--- config.mk ---
export PLATFORM = sky130hd
export DESIGN_NAME = nvm_unlock_erase_control
export DESIGN_NICKNAME = d
export VERILOG_FILES = /design/src/nvm_unlock_pkg.sv /design/src/nvm_unlock_erase_control.sv
export VERILOG_INCLUDE_DIRS = /design/src
export SDC_FILE = /design/constraint.sdc
export NUM_CORES = 1
export LEC_CHECK = 0
export BUFFER_PORTS_ARGS = -buffer_cell sky130_fd_sc_hd__buf_2
export CAP_MARGIN = 20
export CORE_ASPECT_RATIO = 1.2
export CORE_MARGIN = 1
export CORE_UTILIZATION = 40
export DETAILED_ROUTE_END_ITERATION = 12
export PLACE_DENSITY = 0.69
export SYNTH_ARGS = -nofsm -noshare
export SYNTH_HDL_FRONTEND = slang
export SYNTH_SLANG_ARGS = --single-unit
--- constraint.sdc ---
create_clock -name aclk -period 2.55 [get_ports aclk]
set_input_delay 0.255 -clock aclk [delete_from_list [all_inputs] [get_ports aclk]]
set_output_delay 0.255 -clock aclk [all_outputs]
set_load 0.01 [all_outputs]
--- src/nvm_unlock_cfg.svh ---
// offsets, bit positions, reset values and timing counts of the nvm control
//==========================================================================
// Summary of operation
// - broken unlock order is rejected
// - unlock key values are never stored
// - unlock key is write-only, reads zero
// - valid unlock plus start begins operation
// - fetch after start is discarded
// - core stalls until erase done, resumes
// - erase select turns write into erase
// - control bit order space..read start
// - address high top bit reads one
// - data high top two bits read zero
// - done flag sets regardless of enables
`ifndef NVM_UNLOCK_CFG_SVH
`define NVM_UNLOCK_CFG_SVH
`define OFF_CTRL 8'h00
`define OFF_KEY 8'h04
`define OFF_ADDR_LO 8'h08
`define OFF_ADDR_HI 8'h0c
`define OFF_DATA_LO 8'h10
`define OFF_DATA_HI 8'h14
`define OFF_FLAGS 8'h18
`define OFF_ENABLES 8'h1c
`define OFF_INTCTL 8'h20
`define BIT_PGD 7
`define BIT_CFG 6
`define BIT_LOAD_LATCHES_ONLY 5
`define BIT_ERASE 4
`define BIT_WERR 3
`define BIT_WRITE_ENABLE_BIT 2
`define BIT_WR 1
`define BIT_RD 0
`define BIT_DONE 4
`define BIT_GIE 7
`define KEY_FIRST 8'h55
`define KEY_SECOND 8'haa
`define CTRL_RESET 8'h00
`define ADDR_HI_FILL 1'b1
`define CLK_NS 4
`define ERASE_NS 2000
`define WRITE_NS 1000
`define ERASE_CYC ((`ERASE_NS + `CLK_NS - 1) / `CLK_NS)
`define WRITE_CYC ((`WRITE_NS + `CLK_NS - 1) / `CLK_NS)
`define RESP_OKAY 2'b00
`define RESP_SLVERR 2'b10
`endif

--- src/nvm_unlock_pkg.sv ---
// types of the nvm unlock and erase control
package nvm_unlock_pkg;
  typedef enum logic [1:0] {UNL_IDLE, UNL_GOT_FIRST, UNL_ARMED} unlock_state_t;
  typedef logic [15:0] op_count_t;
endpackage : nvm_unlock_pkg

--- src/nvm_unlock_erase_control.sv ---
// nvm self-programming control: unlock, erase/write timing, core stall
//
// Added by the designer: the AXI4-Lite interface to the registers and the register addresses.
`include "nvm_unlock_cfg.svh"
module nvm_unlock_erase_control
  import nvm_unlock_pkg::*;
(
  input wire logic aclk, // system clock
  input wire logic aresetn, // sync reset, active low
  input wire logic [31:0] s_axi_awaddr, // write address
  input wire logic s_axi_awvalid, // write address valid
  output logic s_axi_awready, // write address ready
  input wire logic [31:0] s_axi_wdata, // write data
  input wire logic [3:0] s_axi_wstrb, // write strobes
  input wire logic s_axi_wvalid, // write data valid
  output logic s_axi_wready, // write data ready
  output logic [1:0] s_axi_bresp, // write response
  output logic s_axi_bvalid, // write response valid
  input wire logic s_axi_bready, // write response ready
  input wire logic [31:0] s_axi_araddr, // read address
  input wire logic s_axi_arvalid, // read address valid
  output logic s_axi_arready, // read address ready
  output logic [31:0] s_axi_rdata, // read data
  output logic [1:0] s_axi_rresp, // read response
  output logic s_axi_rvalid, // read data valid
  input wire logic s_axi_rready, // read data ready
  output logic cpu_stall, // core halted while operation runs
  output logic fetch_discard, // drop the fetched instruction
  output logic nvm_start, // operation start pulse
  output logic nvm_erase, // running operation is an erase
  output logic nvm_program_space, // operation targets program space
  output logic [14:0] nvm_row_address, // address of operation
  output logic [13:0] nvm_write_data, // data of a write
  output logic irq // level interrupt
);

  //==========================================================================
  // bus slave
  logic [7:0] ctrl;
  logic [7:0] addr_lo;
  logic [6:0] addr_hi;
  logic [7:0] data_lo;
  logic [5:0] data_hi;
  logic done_flag;
  logic done_enable;
  logic global_interrupt_enable;
  unlock_state_t unl;
  logic busy;
  logic done;
  op_count_t cnt;
  logic wr_fire;
  logic [7:0] wr_addr;
  logic [7:0] wr_byte;
  logic wr_hit;
  logic rd_fire;
  logic [7:0] rd_addr;
  logic [7:0] next_rdata;
  logic next_rhit;

  assign wr_fire = s_axi_awready && s_axi_awvalid && s_axi_wvalid;
  assign wr_addr = s_axi_awaddr[7:0];
  assign wr_byte = s_axi_wdata[7:0];
  assign rd_fire = s_axi_arready && s_axi_arvalid;
  assign rd_addr = s_axi_araddr[7:0];

  function automatic logic addr_known(input logic [31:0] a);
    addr_known = (a[31:8] == 24'h00_0000) && (a[1:0] == 2'b00) &&
      (a[7:0] <= `OFF_INTCTL);
  endfunction : addr_known

  assign wr_hit = wr_fire && addr_known(s_axi_awaddr) && s_axi_wstrb[0];

  always_ff @(posedge aclk)
  begin
    if (!aresetn)
    begin
      s_axi_awready <= 1'b0;
      s_axi_wready <= 1'b0;
      s_axi_bvalid <= 1'b0;
      s_axi_bresp <= `RESP_OKAY;
    end
    else
    begin
      s_axi_awready <= s_axi_awvalid && s_axi_wvalid && !s_axi_awready &&
        !s_axi_bvalid;
      s_axi_wready <= s_axi_awvalid && s_axi_wvalid && !s_axi_awready &&
        !s_axi_bvalid;
      if (wr_fire)
      begin
        s_axi_bvalid <= 1'b1;
        s_axi_bresp <= addr_known(s_axi_awaddr) ? `RESP_OKAY : `RESP_SLVERR;
      end
      else if (s_axi_bready)
        s_axi_bvalid <= 1'b0;
    end
  end

  always_comb
  begin
    next_rdata = 8'h00;
    next_rhit = 1'b1;
    unique case (rd_addr)
      `OFF_CTRL: next_rdata = ctrl;
      `OFF_KEY: next_rdata = 8'h00;
      `OFF_ADDR_LO: next_rdata = addr_lo;
      `OFF_ADDR_HI: next_rdata = {`ADDR_HI_FILL, addr_hi};
      `OFF_DATA_LO: next_rdata = data_lo;
      `OFF_DATA_HI: next_rdata = {2'b00, data_hi};
      `OFF_FLAGS: next_rdata = 8'(done_flag) << `BIT_DONE;
      `OFF_ENABLES: next_rdata = 8'(done_enable) << `BIT_DONE;
      `OFF_INTCTL: next_rdata = 8'(global_interrupt_enable) << `BIT_GIE;
      default: next_rhit = 1'b0;
    endcase
    if (!addr_known(s_axi_araddr))
      next_rhit = 1'b0;
  end

  always_ff @(posedge aclk)
  begin
    if (!aresetn)
    begin
      s_axi_arready <= 1'b0;
      s_axi_rvalid <= 1'b0;
      s_axi_rdata <= 32'h0000_0000;
      s_axi_rresp <= `RESP_OKAY;
    end
    else
    begin
      s_axi_arready <= s_axi_arvalid && !s_axi_arready && !s_axi_rvalid;
      if (rd_fire)
      begin
        s_axi_rvalid <= 1'b1;
        s_axi_rdata <= next_rhit ? {24'h00_0000, next_rdata} : 32'h0000_0000;
        s_axi_rresp <= next_rhit ? `RESP_OKAY : `RESP_SLVERR;
      end
      else if (s_axi_rready)
        s_axi_rvalid <= 1'b0;
    end
  end

  //==========================================================================
  // unlock sequence
  logic start_req, start_ok;

  assign start_req = wr_hit && wr_addr == `OFF_CTRL && wr_byte[`BIT_WR] &&
    !busy;
  assign start_ok = start_req && unl == UNL_ARMED && ctrl[`BIT_WRITE_ENABLE_BIT];

  // key values only move the tracker, nothing is stored
  always_ff @(posedge aclk)
  begin
    if (!aresetn)
      unl <= UNL_IDLE;
    else if (wr_hit && wr_addr == `OFF_KEY)
    begin
      unique case (unl)
        UNL_IDLE: unl <= (wr_byte == `KEY_FIRST) ? UNL_GOT_FIRST : UNL_IDLE;
        UNL_GOT_FIRST:
          unl <= (wr_byte == `KEY_SECOND) ? UNL_ARMED : UNL_IDLE;
        UNL_ARMED: unl <= UNL_IDLE;
      endcase
    end
    else if (wr_hit)
      unl <= UNL_IDLE;
  end

  //==========================================================================
  // control, address and data registers
  always_ff @(posedge aclk)
  begin
    if (!aresetn)
      ctrl <= `CTRL_RESET;
    else
    begin
      if (wr_hit && wr_addr == `OFF_CTRL)
      begin
        ctrl[7:2] <= wr_byte[7:2];
        ctrl[`BIT_RD] <= wr_byte[`BIT_RD];
      end
      else
        ctrl[`BIT_RD] <= 1'b0;
      if (start_req && !start_ok)
        ctrl[`BIT_WERR] <= 1'b1;
      if (start_ok)
        ctrl[`BIT_WR] <= 1'b1;
      else if (done)
        ctrl[`BIT_WR] <= 1'b0;
    end
  end

  always_ff @(posedge aclk)
  begin
    if (!aresetn)
    begin
      addr_lo <= 8'h00;
      addr_hi <= 7'h00;
      data_lo <= 8'h00;
      data_hi <= 6'h00;
    end
    else if (wr_hit && !busy)
    begin
      if (wr_addr == `OFF_ADDR_LO)
        addr_lo <= wr_byte;
      if (wr_addr == `OFF_ADDR_HI)
        addr_hi <= wr_byte[6:0];
      if (wr_addr == `OFF_DATA_LO)
        data_lo <= wr_byte;
      if (wr_addr == `OFF_DATA_HI)
        data_hi <= wr_byte[5:0];
    end
  end

  //==========================================================================
  // operation timing and core stall
  assign done = busy && cnt == 16'h0000;

  always_ff @(posedge aclk)
  begin
    if (!aresetn)
    begin
      busy <= 1'b0;
      cnt <= 16'h0000;
      nvm_start <= 1'b0;
      fetch_discard <= 1'b0;
      nvm_erase <= 1'b0;
      nvm_program_space <= 1'b0;
      nvm_row_address <= 15'h0000;
      nvm_write_data <= 14'h0000;
    end
    else
    begin
      nvm_start <= start_ok;
      fetch_discard <= start_ok;
      if (start_ok)
      begin
        busy <= 1'b1;
        nvm_erase <= wr_byte[`BIT_ERASE];
        cnt <= wr_byte[`BIT_ERASE] ? op_count_t'(`ERASE_CYC - 1) :
          op_count_t'(`WRITE_CYC - 1);
        nvm_program_space <= wr_byte[`BIT_PGD];
        nvm_row_address <= {addr_hi, addr_lo};
        nvm_write_data <= {data_hi, data_lo};
      end
      else if (done)
        busy <= 1'b0;
      else if (busy)
        cnt <= cnt - 16'h0001;
    end
  end

  assign cpu_stall = busy;

  //==========================================================================
  // completion flag and interrupt
  always_ff @(posedge aclk)
  begin
    if (!aresetn)
    begin
      done_flag <= 1'b0;
      done_enable <= 1'b0;
      global_interrupt_enable <= 1'b0;
      irq <= 1'b0;
    end
    else
    begin
      if (done)
        done_flag <= 1'b1;
      else if (wr_hit && wr_addr == `OFF_FLAGS && wr_byte[`BIT_DONE])
        done_flag <= 1'b0;
      if (wr_hit && wr_addr == `OFF_ENABLES)
        done_enable <= wr_byte[`BIT_DONE];
      if (wr_hit && wr_addr == `OFF_INTCTL)
        global_interrupt_enable <= wr_byte[`BIT_GIE];
      irq <= (done_flag || done) && done_enable;
    end
  end

  logic [7:0] last_rd;
  op_count_t stall_len;

  always_ff @(posedge aclk)
  begin
    if (!aresetn)
    begin
      last_rd <= 8'h00;
      stall_len <= 16'h0000;
    end
    else
    begin
      if (rd_fire)
        last_rd <= rd_addr;
      stall_len <= start_ok ? 16'h0000 : stall_len + 16'(busy);
    end
  end
endmodule : nvm_unlock_erase_control

# After elaboration in Yosys (flattened, before gate mapping)
# Cells that the tools add are included.
# Widths: inputs -> output; s select.
dict set report classes {
  add_sub_neg 1
  order_cmp 2
  n_eq_ne 21
  n_mux 25
  n_reduce_logical 57
}
# operator count
set op_table {}
lappend op_table {{$eq 8x5->1 const B} 8}
lappend op_table {{$pmux 8 s8} 1}
lappend op_table {{$logic_not 24->1} 2}
lappend op_table {{$mux 16} 3}
lappend op_table {{$eq 8x4->1 const B} 4}
lappend op_table {{$logic_and 1x1->1} 28}
lappend op_table {{$eq 8x3->1 const B} 2}
lappend op_table {{$eq 8x6->1 const B} 2}
lappend op_table {{$le 8x6->1 const B} 2}
lappend op_table {{$logic_not 16->1} 1}
lappend op_table {{$logic_not 8->1} 2}
lappend op_table {{$sub 16x1->16 const B} 1}
lappend op_table {{$reduce_bool 2->1} 7}
lappend op_table {{$mux 1} 12}
lappend op_table {{$mux 2} 6}
lappend op_table {{$reduce_and 2->1} 6}
lappend op_table {{$mux 9} 1}
lappend op_table {{$reduce_or 9->1} 1}
lappend op_table {{$eq 8x7->1 const B} 1}
lappend op_table {{$eq 8x8->1 const B} 1}
lappend op_table {{$mux 8} 1}
lappend op_table {{$logic_not 1->1} 6}
lappend op_table {{$logic_not 2->1} 3}
lappend op_table {{$pmux 2 s3} 1}
lappend op_table {{4 further kinds} 4}
dict set report word_totals {
  regBits 131
  inputBits 107
  output_inout_bits 76
  elab_cells 132
}

# Logic depth before layout (Yosys ltp)
dict set report depth {
  word_depth 13
  mapped_depth 9
  depth_no_buf 7
}

# Worst setup path before layout
# Ideal clock, no wire load.
dict set report synth_timing {
  kind {input port to flip-flop}
  start {input port s_axi_awaddr[31]}
  end {register cnt[3]}
  setup_time_ns 0.125
  arrival_ns 2.367
  required_time_ns 2.425
  slack_ns 0.058
  path_stages 8
  path_buffers 3
  path_cell_list {or4_1 -> or4_4 -> buf_6 -> or4b_1 -> buf_2 -> buf_6 -> o21ai_2 -> a31oi_1}
}
dict set report synth_via {
  elab_chain_cells 12
  elab_cells_between_ends 14
  classes_between {eq/ne (1); mux (1); reduce/logical (12)}
}
# item line
set synth_rtl {}
lappend synth_rtl {{start, declared} nvm_unlock_erase_control.sv:10} ;# input wire logic [31:0] s_axi_awaddr,
lappend synth_rtl {{$logic_not 24->1 *} nvm_unlock_erase_control.sv:67} ;# addr_known = (a[31:8] == 24'h00_0000) && (a[1:0] == 2'b00) &&
lappend synth_rtl {{$logic_and 1x1->1 * (2 in series)} nvm_unlock_erase_control.sv:67}
lappend synth_rtl {{$logic_and 1x1->1 * (2 in series)} nvm_unlock_erase_control.sv:71} ;# assign wr_hit = wr_fire && addr_known(s_axi_awaddr) && s_axi_wstrb[0];
lappend synth_rtl {{$logic_and 1x1->1 (no line) *} n/a}
lappend synth_rtl {{$logic_and 1x1->1 * (2 in series)} nvm_unlock_erase_control.sv:145} ;# assign start_req = wr_hit && wr_addr == `OFF_CTRL && wr_byte[`BIT_WR] &&
lappend synth_rtl {{$logic_and 1x1->1 * (2 in series)} nvm_unlock_erase_control.sv:147} ;# assign start_ok = start_req && unl == UNL_ARMED && ctrl[`BIT_WRITE_ENABLE_BIT];
lappend synth_rtl {{$ne 2x1->1 (no line) or $reduce_bool 2->1 (tied branches)} n/a}
lappend synth_rtl {{$reduce_and 2->1 (no line)} n/a}
lappend synth_rtl {{end signal, assigned} nvm_unlock_erase_control.sv:238} ;# cnt <= wr_byte[`BIT_ERASE] ? op_count_t'(`ERASE_CYC - 1) :
lappend synth_rtl {{end signal, assigned} nvm_unlock_erase_control.sv:247} ;# cnt <= cnt - 16'h0001;
lappend synth_rtl {{end, declared} nvm_unlock_erase_control.sv:50} ;# op_count_t cnt;
# Mark *: on every way between the ends. The rest lies on a longest branch, timed or not.
# A chain may end at the register's enable or synchronous reset.

==> impl_results.md <==
* Largest net degree at the start of global routing at 59
* Number of synthesized flops with an enable pin at 0
* Drt initial violations at 266
* Count of final hold-check violations at 0
* Worst path max stage delay at 570 ps
* CP Max Fanout at 42
* Share of flip-flops with an asynchronous set or reset at 0
* Power Density at 522.7 nW/um^2
* Vias in the first global route at 4,528
* Worst Path Required at 2780 ps
* Crit start category: register
* Most used DFF post-synth: dfxtp_1
* Synth Area in Adders at 0.007528
* Main combinational cell family by area after synthesis: simple AND/OR/NAND/NOR gates
* CTS Hold Bufs at 0
* Worst min path class: in2reg
* Seq/Total Area, Yosys at 0.4216
* WS Path Type: reg2reg
* Post-Synth Simple-Gate Area at 0.2770
* Vias per cell at 5.390
* Die H at 124.3 um
* Post-Place Worst Slack at -113.5 ps
* Syn Std Cell Area at 4986 sq um
* Synthesized instance count at 575
* Vias at 4,722
* Status: complete, no violations
* Skew final at 12.46 ps
* DPL Wire Length at 10,140 um
* Root Driver: clkbuf_16
* Synth Register Bits at 105
* Max-slew headroom at 0.6043
* First-pass GRT wire length at 22,060 um
* Core area at 12,110 sq um
* PnR worst setup slack at 250.1 ps
* Die Width at 103.9 um
* CP endpoint kind: register
* Nets at 820
* CTS tree: done
* CTS Buf Count at 9
* Sink Count at 105
* Initial antenna violation count at 0
* H-tree Lvls at 3
* Area Overhead vs Synth at 22.46%
* # port buffers at 129
* Max Freq at 434.8 MHz
* All-layer global routing usage at 0.2105
* Critical Path AT at 2530 ps
* Final setup vio count at 0
* Remaining global-route overflow at 0
* Max-slew violation count at 0
* Minimum clock period at 2300 ps
* Leak Pwr at 2.451 nW
* Critical Path, Cell by Cell: nand3_1 > or4_4 > or4b_1 > buf_12 > nand2_1 > nor2_1
* Area share of the largest cell type after synthesis at 0.4216
* Largest cells by area after synthesis: dfxtp_1 (42%), nand2_1 (8.4%), mux2i_1 (7.4%)
* Worst-skew pair later-pin latency at 350 ps
* Yosys warns at 0
* CTS resizes at 0
* Maximum vdd drop at 0.2737 mV
* Tot Pwr at 3.191 mW
* Gpl congestion at 0.8738
* Rows at 44
* XOR/XNOR Fraction of Synth Area at 0.02108
* Average size of a mapped cell at 8.671 sq um
* Yosys top cell by area: dfxtp_1
* WL final at 13,460 um
* Final ANT Viol Nets at 0
* Post-CTS setup buffers at 0
* Longest Clk Path Bufs at 2
* Die area at 12,920 sq um
* Post-synthesis mux area share at 0.07880
* RSZ-0062 raised after global routing: no
* Fraction of layout cells with a size suffix above 1 at 0.2573
* Initial Utilization at 0.4117
* Routed length per placed instance at 15.36 um
* Post-synthesis compound-gate area fraction at 0.1162
* Worst slew pin tran at 593.6 ps
* CTS clk-pin slew, worst paths at 70 ps
* Ports at 183
* First-pass iteration count of the detailed router at 5
* Remaining DRCs at 0
* Diodes inserted at 0
* CP max-delay cell: or4_4
* Max-cap violations at 0
* Synth unique cells at 56
* Period Utilization, post-route at 0.9019
stage by stage:
stage / hold WS, ps / setup TNS (ps) / utilization / instance area, sq um / instances
final: 151.1 / 0 / 0.5041 / 6106 / 876
after global routing: 182.4 / 0 / 0.5041 / 6106 / 876
after CTS: 150.1 / 0 / 0.5041 / 6106 / 876
after detailed placement: 432.7 / -795.0 / 0.4805 / 5819 / 860
after global placement: 425.4 / -573.3 / 0.4805 / 5819 / 860
after floorplan: 374.4 / 0 / - / 5080 / 600
cell families (layout without fill, tap and decap cells):
kind of cell | after synthesis | in the layout
AOI/OAI and AO/OA | 89 | 89
adders and majority gates | 3 | 3
DFF | 105 | 105
other | 1 | 26
xor gates and xnor gates | 12 | 12
and+or+nand+nor | 264 | 264
muxes | 38 | 38
buffers and inverters | 63 | 178
worst paths after layout:
check | startpoint | end | slack [ps] | cells past startpoint
worst max-delay path | s_axi_wready | cnt[11] | 250 | 6
worst min-delay path | s_axi_awvalid | s_axi_wready | 150 | 3
worst max register to register | s_axi_wready | cnt[11] | 250 | 6
worst min register to register | s_axi_rvalid | s_axi_arready | 440 | 1
layout make-up:
type	count	area, sq um
clock buffer	10	229.0
clock inverter	6	57.56
fill	1176	6006
inverter	9	33.78
multi-input combinational	432	2594
sequential	105	2102
tap	161	201.4
timing repair buffer	153	888.4
Yosys cell counts, drive strengths merged (2+ instances only):
cell,number
a211oi,2
a21oi,46
a221oi,2
a222oi,5
a22oi,6
a311o,2
a31oi,3
a32o,6
and2,2
and3,2
buf,37
clkbuf,17
dfxtp,105
ha,3
inv,9
mux2i,37
nand2,112
nand2b,4
nand3,13
nand3b,5
nand4,7
nand4b,6
nor2,43
nor3,14
nor3b,3
nor4,29
nor4b,2
o21a,2
o21ai,7
o31ai,3
o41ai,2
or2,2
or3,2
or4,12
or4b,2
xnor2,2
xor2,10
worst max-delay path, delay by kind of cell, from the launching register on:
family / cells / cell delay, ps
flip-flops: 1 / 370
AND/OR/NAND/NOR: 5 / 1610
buffers and inverters: 1 / 200
routing by layer:
metal | global-route usage | wire length, um
met1 | 0.2509 | 5601
met2 | 0.3788 | 6936
met3 | 0.03192 | 629
met4 | 0.07731 | 289
met5 | 0 | 0
power by group:
group	internal (mW)	switching, mW
Combinational	0.0718	0.129
Sequential	1.64	0.00233
Clock	0.688	0.659
cells in the final DEF, fill, tap and decap left out, types with 7 or more instances in the layout:
master	instances
nor3_1	12
inv_1	8
nor2_1	43
buf_4	19
a21oi_1	46
nand3_1	13
clkbuf_16	9
conb_1	26
dfxtp_1	105
nand4_1	7
xor2_1	10
nor4_1	25
nand2_1	112
buf_2	129
or4_1	10
mux2i_1	37
flip-flops by register name, summed over array words and instances (netlist names), 2 cells and up:
register,cells
nvm_write_data,14
ctrl,8
addr_hi,7
cnt,16
addr_lo,8
s_axi_rdata,8
data_hi,6
data_lo,8
unl,2
nvm_row_address,15
No activity file was read; power rests on OpenSTA's default activity.
